==> src/cbfx_pkg.sv <==
package cbfx_pkg;

  // status word bit positions
  localparam int SF_C = 0;
  localparam int SF_Z = 1;
  localparam int SF_N = 2;
  localparam int SF_V = 3;
  localparam int SF_S = 4;
  localparam int SF_H = 5;
  localparam int SF_T = 6;
  localparam int SF_I = 7;

  // reset values
  localparam logic [7:0] STATUS_FLAGS_WORD_RST = 8'h00;
  localparam logic [7:0] REG_RST  = 8'h00;

  // pointer pair used by load_indirect (high:low register index)
  localparam logic [4:0] PTR_LO_IDX = 5'h1a;
  localparam logic [4:0] PTR_HI_IDX = 5'h1b;

  // cycle counts
  localparam int CYC_SHORT = 1;
  localparam int CYC_LONG  = 2;

  typedef enum logic [4:0] {
    OP_NOP,
    OP_BRANCH_ON_TRANSFER_CLEAR,
    OP_BRANCH_ON_OVERFLOW_SET,
    OP_BRANCH_ON_OVERFLOW_CLEAR,
    OP_BRANCH_ON_IRQ_ENABLED,
    OP_BRANCH_ON_IRQ_DISABLED,
    OP_IO_BIT_SET,
    OP_IO_BIT_CLEAR,
    OP_LOGICAL_SHIFT_LEFT,
    OP_LOGICAL_SHIFT_RIGHT,
    OP_ROTATE_LEFT_CARRY,
    OP_ROTATE_RIGHT_CARRY,
    OP_ARITH_SHIFT_RIGHT,
    OP_BIT_TO_TRANSFER_FLAG,
    OP_TRANSFER_FLAG_TO_BIT,
    OP_FLAG_SET,
    OP_FLAG_CLEAR,
    OP_COPY_REGISTER_BYTE,
    OP_COPY_REGISTER_PAIR,
    OP_LOAD_IMMEDIATE,
    OP_SWAP_NIBBLES,
    OP_LOAD_INDIRECT
  } cbfx_op_t;

  typedef enum logic [1:0] {
    ST_EXEC,
    ST_BR_WAIT,
    ST_IO_MOD,
    ST_LD_FILL
  } cbfx_state_t;

endpackage

==> src/cbfx_exec.sv <==
// Operation
// RULE1: transfer clear branch: pc+k+1, 1/2 cycles
// RULE2: overflow set/clear branches jump pc+k+1
// RULE3: irq enabled/disabled branches, flags untouched
// RULE4: io bit set/clear, two cycles
// RULE5: left shift/rotate updates Z C N V
// RULE6: right rotate/shifts update Z C N V
// RULE7: bit to/from transfer flag, one cycle
// RULE8: set/clear any single status flag
// RULE9: moves, immediates, swaps: one cycle, flags kept
// RULE10: indirect load via pointer pair, two cycles
module cbfx_exec
  import cbfx_pkg::*;
#(
  parameter int PC_W = 16
)
(
  // clock and reset
  input  wire logic            CLK_I,
  input  wire logic            SYS_RST_I,
  input  wire logic            CE_I,
  // instruction from fetch
  input  wire logic            INSTR_VALID_I,
  input  wire cbfx_pkg::cbfx_op_t OP_I,
  input  wire logic [4:0]      DST_I,
  input  wire logic [4:0]      SRC_I,
  input  wire logic [2:0]      BIT_I,
  input  wire logic [7:0]      IMM_I,
  input  wire logic [6:0]      OFFSET_I,
  input  wire logic [4:0]      IO_ADDR_I,
  output logic                 READY_O,
  output logic [PC_W-1:0]      PC_O,
  output logic [7:0]           STATUS_FLAGS_WORD_O,
  // io space
  output logic                 IO_RD_O,
  output logic                 IO_WR_O,
  output logic [4:0]           IO_ADDR_O,
  output logic [7:0]           IO_WDATA_O,
  input  wire logic [7:0]      IO_RDATA_I,
  // data space
  output logic                 DM_RD_O,
  output logic [15:0]          DM_ADDR_O,
  input  wire logic [7:0]      DM_RDATA_I,
  // register observation
  input  wire logic [4:0]      REG_SEL_I,
  output logic [7:0]           REG_DATA_O
);

  if (PC_W < 8 || PC_W > 22)
  begin : g_bad_pc_w
    $error("PC_W out of range");
  end

  logic [7:0]      regs_r [32];
  logic [PC_W-1:0] pc_r,        pc_nxt;
  logic [7:0]      status_flags_word_r,      status_flags_word_nxt;
  cbfx_state_t     state_r,     state_nxt;
  logic            ready_r,     ready_nxt;
  logic            io_rd_r,     io_rd_nxt;
  logic            io_wr_r,     io_wr_nxt;
  logic [4:0]      io_addr_r,   io_addr_nxt;
  logic [7:0]      io_wdata_r,  io_wdata_nxt;
  logic            dm_rd_r,     dm_rd_nxt;
  logic [15:0]     dm_addr_r,   dm_addr_nxt;
  logic [4:0]      pend_dst_r,  pend_dst_nxt;
  logic [2:0]      pend_bit_r,  pend_bit_nxt;
  logic            pend_set_r,  pend_set_nxt;
  logic [7:0]      reg_obs_r;
  logic            wr_en;
  logic [4:0]      wr_addr;
  logic [7:0]      wr_data;
  logic            wr2_en;
  logic [7:0]      wr2_data;
  logic [7:0]      rd_val;
  logic [7:0]      rr_val;
  logic [7:0]      bit_mask;
  logic [7:0]      sh_res;
  logic            sh_z;
  logic            sh_c;
  logic            sh_n;
  logic            sh_v;
  logic            br_take;
  logic            accept;
  logic [PC_W-1:0] rel_target;

  assign rd_val     = regs_r[DST_I];
  assign rr_val     = regs_r[SRC_I];
  assign bit_mask   = 8'h01 << BIT_I;
  assign accept     = CE_I && INSTR_VALID_I && ready_r;
  assign rel_target = pc_r + PC_W'({{(PC_W-7){OFFSET_I[6]}}, OFFSET_I}) + PC_W'(1);

  cbfx_shift u_shift (
    .op_i    (OP_I),
    .data_i  (rd_val),
    .carry_i (status_flags_word_r[SF_C]),
    .res_o   (sh_res),
    .z_o     (sh_z),
    .c_o     (sh_c),
    .n_o     (sh_n),
    .v_o     (sh_v)
  );

  always_comb
  begin
    unique case (OP_I)
      OP_BRANCH_ON_TRANSFER_CLEAR: br_take = !status_flags_word_r[SF_T]; // see RULE1
      OP_BRANCH_ON_OVERFLOW_SET:   br_take = status_flags_word_r[SF_V];  // see RULE2
      OP_BRANCH_ON_OVERFLOW_CLEAR: br_take = !status_flags_word_r[SF_V]; // see RULE2
      OP_BRANCH_ON_IRQ_ENABLED:    br_take = status_flags_word_r[SF_I];  // see RULE3
      OP_BRANCH_ON_IRQ_DISABLED:   br_take = !status_flags_word_r[SF_I]; // see RULE3
      default:                     br_take = 1'b0;
    endcase
  end

  always_comb
  begin
    pc_nxt       = pc_r;
    status_flags_word_nxt     = status_flags_word_r;
    state_nxt    = state_r;
    ready_nxt    = ready_r;
    io_rd_nxt    = 1'b0;
    io_wr_nxt    = 1'b0;
    io_addr_nxt  = io_addr_r;
    io_wdata_nxt = io_wdata_r;
    dm_rd_nxt    = 1'b0;
    dm_addr_nxt  = dm_addr_r;
    pend_dst_nxt = pend_dst_r;
    pend_bit_nxt = pend_bit_r;
    pend_set_nxt = pend_set_r;
    wr_en        = 1'b0;
    wr_addr      = DST_I;
    wr_data      = 8'h00;
    wr2_en       = 1'b0;
    wr2_data     = 8'h00;
    unique case (state_r)
      ST_EXEC:
      begin
        if (INSTR_VALID_I)
        begin
          pc_nxt = pc_r + PC_W'(1);
          unique case (OP_I)
            OP_BRANCH_ON_TRANSFER_CLEAR, OP_BRANCH_ON_OVERFLOW_SET, OP_BRANCH_ON_OVERFLOW_CLEAR,
            OP_BRANCH_ON_IRQ_ENABLED, OP_BRANCH_ON_IRQ_DISABLED:
            begin
              if (br_take)
              begin
                pc_nxt    = rel_target; // see RULE1, RULE2, RULE3
                state_nxt = ST_BR_WAIT;
                ready_nxt = 1'b0;
              end
            end
            OP_IO_BIT_SET, OP_IO_BIT_CLEAR:
            begin
              io_rd_nxt    = 1'b1; // see RULE4
              io_addr_nxt  = IO_ADDR_I;
              pend_bit_nxt = BIT_I;
              pend_set_nxt = (OP_I == OP_IO_BIT_SET);
              state_nxt    = ST_IO_MOD;
              ready_nxt    = 1'b0;
            end
            OP_LOGICAL_SHIFT_LEFT, OP_ROTATE_LEFT_CARRY, OP_LOGICAL_SHIFT_RIGHT,
            OP_ROTATE_RIGHT_CARRY, OP_ARITH_SHIFT_RIGHT:
            begin
              wr_en          = 1'b1; // see RULE5, RULE6
              wr_data        = sh_res;
              status_flags_word_nxt[SF_Z] = sh_z;
              status_flags_word_nxt[SF_C] = sh_c;
              status_flags_word_nxt[SF_N] = sh_n;
              status_flags_word_nxt[SF_V] = sh_v;
            end
            OP_BIT_TO_TRANSFER_FLAG:
              status_flags_word_nxt[SF_T] = rr_val[BIT_I]; // see RULE7
            OP_TRANSFER_FLAG_TO_BIT:
            begin
              wr_en   = 1'b1;
              wr_data = status_flags_word_r[SF_T] ? (rd_val | bit_mask) : (rd_val & ~bit_mask); // see RULE7
            end
            OP_FLAG_SET:
              status_flags_word_nxt = status_flags_word_r | bit_mask; // see RULE8
            OP_FLAG_CLEAR:
              status_flags_word_nxt = status_flags_word_r & ~bit_mask; // see RULE8
            OP_COPY_REGISTER_BYTE:
            begin
              wr_en   = 1'b1; // see RULE9
              wr_data = rr_val;
            end
            OP_COPY_REGISTER_PAIR:
            begin
              wr_en    = 1'b1; // see RULE9
              wr_addr  = {DST_I[4:1], 1'b0};
              wr_data  = regs_r[{SRC_I[4:1], 1'b0}];
              wr2_en   = 1'b1;
              wr2_data = regs_r[{SRC_I[4:1], 1'b1}];
            end
            OP_LOAD_IMMEDIATE:
            begin
              wr_en   = 1'b1; // see RULE9
              wr_data = IMM_I;
            end
            OP_SWAP_NIBBLES:
            begin
              wr_en   = 1'b1; // see RULE9
              wr_data = {rd_val[3:0], rd_val[7:4]};
            end
            OP_LOAD_INDIRECT:
            begin
              dm_rd_nxt    = 1'b1; // see RULE10
              dm_addr_nxt  = {regs_r[PTR_HI_IDX], regs_r[PTR_LO_IDX]};
              pend_dst_nxt = DST_I;
              state_nxt    = ST_LD_FILL;
              ready_nxt    = 1'b0;
            end
            default:
            begin
            end
          endcase
        end
      end
      ST_BR_WAIT:
      begin
        state_nxt = ST_EXEC;
        ready_nxt = 1'b1;
      end
      ST_IO_MOD:
      begin
        io_wr_nxt    = 1'b1; // see RULE4
        io_wdata_nxt = pend_set_r ? (IO_RDATA_I | (8'h01 << pend_bit_r))
                                  : (IO_RDATA_I & ~(8'h01 << pend_bit_r));
        state_nxt    = ST_EXEC;
        ready_nxt    = 1'b1;
      end
      ST_LD_FILL:
      begin
        wr_en     = 1'b1; // see RULE10
        wr_addr   = pend_dst_r;
        wr_data   = DM_RDATA_I;
        state_nxt = ST_EXEC;
        ready_nxt = 1'b1;
      end
    endcase
  end

  always_ff @(posedge CLK_I or posedge SYS_RST_I)
  begin
    if (SYS_RST_I)
    begin
      pc_r       <= '0;
      status_flags_word_r     <= STATUS_FLAGS_WORD_RST;
      state_r    <= ST_EXEC;
      ready_r    <= 1'b1;
      io_rd_r    <= 1'b0;
      io_wr_r    <= 1'b0;
      io_addr_r  <= 5'h00;
      io_wdata_r <= 8'h00;
      dm_rd_r    <= 1'b0;
      dm_addr_r  <= 16'h0000;
      pend_dst_r <= 5'h00;
      pend_bit_r <= 3'h0;
      pend_set_r <= 1'b0;
      reg_obs_r  <= REG_RST;
    end
    else if (CE_I)
    begin
      pc_r       <= pc_nxt;
      status_flags_word_r     <= status_flags_word_nxt;
      state_r    <= state_nxt;
      ready_r    <= ready_nxt;
      io_rd_r    <= io_rd_nxt;
      io_wr_r    <= io_wr_nxt;
      io_addr_r  <= io_addr_nxt;
      io_wdata_r <= io_wdata_nxt;
      dm_rd_r    <= dm_rd_nxt;
      dm_addr_r  <= dm_addr_nxt;
      pend_dst_r <= pend_dst_nxt;
      pend_bit_r <= pend_bit_nxt;
      pend_set_r <= pend_set_nxt;
      reg_obs_r  <= regs_r[REG_SEL_I];
    end
  end

  // register file
  always_ff @(posedge CLK_I or posedge SYS_RST_I)
  begin
    if (SYS_RST_I)
    begin
      for (int i = 0; i < 32; i++)
        regs_r[i] <= REG_RST;
    end
    else if (CE_I)
    begin
      if (wr_en)
        regs_r[wr_addr] <= wr_data;
      if (wr2_en)
        regs_r[wr_addr | 5'h01] <= wr2_data;
    end
  end

  assign READY_O    = ready_r;
  assign PC_O       = pc_r;
  assign STATUS_FLAGS_WORD_O     = status_flags_word_r;
  assign IO_RD_O    = io_rd_r;
  assign IO_WR_O    = io_wr_r;
  assign IO_ADDR_O  = io_addr_r;
  assign IO_WDATA_O = io_wdata_r;
  assign DM_RD_O    = dm_rd_r;
  assign DM_ADDR_O  = dm_addr_r;
  assign REG_DATA_O = reg_obs_r;
endmodule

==> src/cbfx_shift.sv <==
module cbfx_shift
  import cbfx_pkg::*;
(
  // operation and operand
  input  wire cbfx_op_t   op_i,
  input  wire logic [7:0] data_i,
  input  wire logic       carry_i,
  // result and flags
  output logic      [7:0] res_o,
  output logic            z_o,
  output logic            c_o,
  output logic            n_o,
  output logic            v_o
);

  always_comb
  begin
    res_o = data_i;
    c_o   = carry_i;
    unique case (op_i)
      OP_LOGICAL_SHIFT_LEFT:
      begin
        res_o = {data_i[6:0], 1'b0};
        c_o   = data_i[7];
      end
      OP_ROTATE_LEFT_CARRY:
      begin
        res_o = {data_i[6:0], carry_i};
        c_o   = data_i[7];
      end
      OP_LOGICAL_SHIFT_RIGHT:
      begin
        res_o = {1'b0, data_i[7:1]};
        c_o   = data_i[0];
      end
      OP_ROTATE_RIGHT_CARRY:
      begin
        res_o = {carry_i, data_i[7:1]};
        c_o   = data_i[0];
      end
      OP_ARITH_SHIFT_RIGHT:
      begin
        res_o = {data_i[7], data_i[7:1]};
        c_o   = data_i[0];
      end
      default:
      begin
        res_o = data_i;
        c_o   = carry_i;
      end
    endcase
    z_o = (res_o == 8'h00);
    n_o = res_o[7];
    v_o = res_o[7] ^ c_o;
  end

endmodule

==> config.mk <==
export PLATFORM = sky130hd
export DESIGN_NAME = cbfx_exec
export DESIGN_NICKNAME = d
export VERILOG_FILES = /design/src/cbfx_pkg.sv /design/src/cbfx_exec.sv /design/src/cbfx_shift.sv
export SDC_FILE = /design/constraint.sdc
export NUM_CORES = 1
export LEC_CHECK = 0
export BUFFER_PORTS_ARGS = -buffer_cell sky130_fd_sc_hd__buf_2
export CORE_MARGIN = 2
export CORE_UTILIZATION = 56
export DETAILED_ROUTE_END_ITERATION = 8
export GPL_ROUTABILITY_DRIVEN = 0
export MAX_ROUTING_LAYER = met4
export PLACE_DENSITY = 0.77
export SLEW_MARGIN = 15
export SYNTH_ARGS = -nofsm -noshare
export SYNTH_HDL_FRONTEND = slang
export SYNTH_SLANG_ARGS = --single-unit
==> constraint.sdc <==
create_clock -name CLK_I -period 10.8 [get_ports CLK_I]
set_input_delay 1.08 -clock CLK_I [delete_from_list [all_inputs] [get_ports CLK_I]]
set_output_delay 1.08 -clock CLK_I [all_outputs]
set_load 0.01 [all_outputs]
==> metrics.md <==
| Metric | Value |
|---|---|
| Status | complete, no violations |
| Clock buffer depth | 3 |
| Cell area after synthesis | 22020 um2 |
| Largest area contributor in the netlist | dfrtp_1 |
| Syn-to-layout area delta | 9.654% |
| CP bufs+invs | 3 |
| CTS tree | done |
| Post-synth cell types | 74 |
| FF+latch count, synth | 332 |
| Clock Latency Late Sink | approximately 570 ps |
| Total gr overflow | 0 |
| Worst Hold Class | reg -> reg |
| H-tree Lvls | 2 |
| Count of maximum capacitance violations | 0 |
| DR vias | 20.24k |
| EDFF count, synth | 0 |
| Tcrit/Tclk final | 50.95% |
| Mapped Nets | 2127 |
| Setup TNS | 0 ps |
| Critical path required time | 11170 ps |
| F_max | 0.1817 GHz |
| Post-synthesis cell count | 2044 |
| # IOs | 128 |
| CP max-delay cell | nor2b_2 |
| Hold_buf cts | 0 |
| Largest family of logic cells by synthesized area | multiplexers |
| Vias per cell | between 7 and 8 |
| Switch Pwr | 2.065 mW |
| DRC | 0 |
| CTS sink cnt | 332 |
| Largest net degree at the start of global routing | around 110 |
| Lkg Pwr | approximately 10 nW |
| Sequential-to-total area share from yosys stat | 37.74% |
| Post-synthesis compound-gate area fraction | 16.34% |
| Adder-cell share of the synthesized area | 1.171% |
| Row Count | 72 |
| Core area | a little under 40000 um2 |
| Post-synthesis xor/xnor area fraction | 0.6364% |
| CP endpoint kind | register |
| Clk root buf | clkbuf_16 |
| Final number of max-transition violations | 0 |
| First-pass GRT wire length | 121.3 mm |
| DR iter-0 viols | 3948 |
| Cts bufs inserted | 38 |
| Resize count post-CTS | 0 |
| IO Port Bufs | 127 |
| Post-synthesis async set-or-reset flop share | 100.0% |
| Sw frac | 37.86% |
| WS Path Type | in -> reg |
| Fin. Hold Viols | 0 |
| Top cells by area, synth | dfrtp_1, mux4_2, a21oi_1 |
| Power Total | 5.455 mW |
| Element type at the critical path start | input port |
| # nets final | roughly 2.2k |
| Setup violations, final | 0 |
| Synth Area in Simple Gates | 10.01% |
| Die extent in y | 202.3 um |
| Wire length per cell | 30.63 um |
| Worst IR drop on VDD | 0.0001268 V |
| Gr usage total | 40.61% |
| Measured slew at the worst slew-check pin | between 1000 and 1500 ps |
| Post-route ant nets | 0 |
| DP HPWL | 54.61 mm |
| Critical Path, Cell by Cell | buf_2 > buf_4 > nor2b_2 > a22oi_1 > nand3_1 > nand4_1 > a22oi_1 > a31oi_1 > a211oi_2 > buf_4 > and2_0 > a21oi_1 |
| Clock skew | about 29 ps |
| First-pass DRT Iterations | 9 |
| Yosys warning count | 0 |
| Clk pwr share | 24.9% |
| Slew margin rel. | 17.10% |
| Delay-heaviest family, CP | simple AND/OR/NAND/NOR gates |
| Power Dens Cells | 225.9 nW/um2 |
| Synth Area per Inst | approximately 11 um2 |
| Worst-path fanout max | 43 |
| Internal power | 3.389 mW |
| Die Wd | 202.3 um |
| Arrival @ worst endpoint | 5870 ps |
| Mux cell area share after synthesis | 30.06% |
| Logic pwr share | 35.7% |
| Sequential share of power | ~40% |
| Share of cells above drive strength 1 | between 20 and 25% |
| Starting Density | 56.84% |
| Top FF cell, synth | dfrtp_1 |
| Clock transition at the registers of the reported paths | 60 ps |
| Synth top area share | 37.62% |
| Vias in the first global route | between 15k and 20k |
| DRT Wirelength | approximately 80 mm |
| RSZ-0062 raised after global routing | false |
| Post-CTS Setup Repair Bufs | 0 |
| CP max stage delay | roughly 1100 ps |
| Initial antenna violation count | 1 |
| Total die area | about 41000 um2 |
| Period minus WS final | ~5500 ps |
## cell usage after synthesis (all sizes together), types with 41 or more instances
| cell type | count |
|---|---|
| dfrtp | 331 |
| a21oi | 304 |
| nor2 | 251 |
| mux4 | 222 |
| o22ai | 137 |
| clkbuf | 107 |
| mux2i | 102 |
| nand2 | 96 |
| buf | 64 |
| mux2 | 50 |
| nand3 | 44 |
| a22oi | 41 |
## power groups by stage
stage / registers (mW) / logic, mW / clock network [mW]
after floorplan: 1.95 / 1.42 / 0
after global placement: 2.07 / 1.81 / 0
after detailed placement: 2.11 / 1.87 / 0
after CTS: 2.10 / 1.89 / 1.36
after global routing: 2.17 / 2.08 / 1.42
final: 2.15 / 1.95 / 1.36
## final cells by class
cell class	instances	area [um2]
fillers	3012	14590
multi-input cells	1517	12860
flip-flops and latches	332	8309
clock buffers	56	1132
repair buffers	167	945.9
well taps	518	648.1
clock inverters	10	153.9
inverters	24	97.59
diodes	1	2.502
## routing by layer
layer / global-route usage (%) / up-vias / part of all wire (%)
li1: - / 7981 / -
met1: 49.50 / 9728 / 33
met2: 54.89 / 1986 / 41
met3: 17.41 / 546 / 17
met4: 26.72 / 0 / 8.7
met5: - / - / 0
## stage by stage
stage	hold WS [ps]	setup WS, ps	cells	area (um2)	utilization (%)
after global routing	511.0	5110	2625	24150	62.33
after floorplan	481.1	525.2	2044	22020	-
final	490.7	5297	2625	24150	62.33
after detailed placement	471.4	4983	2558	22860	59.01
after CTS	495.3	5537	2624	24140	62.33
after global placement	469.1	5072	2558	22860	59.01
## cells in the final DEF (no fill, tap or decap), types with 6 or more instances in the layout
cell type  count
a21o_1         6
nand2b_1      23
nor2_1       248
clkbuf_1      10
nand3_1       44
nor2b_1       11
xor2_1         7
a221oi_1       7
ha_1          19
o22ai_1      137
mux2_2        50
buf_4         44
nor3_1        25
nand2_1       96
a31oi_1       12
a21oi_1      303
and2_1         6
inv_1         20
a22o_1         7
o21ai_0       37
xnor2_1        9
mux4_1         6
dfrtp_1      331
nand4_1        6
clkbuf_16     41
buf_2        123
a211oi_1       6
or3_1          7
or2_2          7
mux4_2       216
mux2i_1      101
a22oi_1       41
o211ai_1       6
## kinds of logic after synthesis
kind of cell / after synthesis
AOI/OAI and AO/OA: 607
xor gates and xnor gates: 16
adders and majority gates: 20
buffers and inverters: 195
DFF: 332
muxes: 374
and+or+nand+nor: 500
## final timing paths
path | slack (ps) | start | depth (start not counted) | to
hold / removal | 490 | PC_O[15] | 1 | PC_O[15]
setup reg to reg | 6730 | regs_r[36] | 9 | regs_r[32]
setup / recovery | 5300 | DST_I[1] | 12 | regs_r[17]
hold reg to reg | 490 | PC_O[15] | 1 | PC_O[15]
min in group asynchronous | 630 | SYS_RST_I | 2 | IO_ADDR_O[3]
max in group asynchronous | 7540 | SYS_RST_I | 4 | async pin
(Power assumes the default switching activity.)
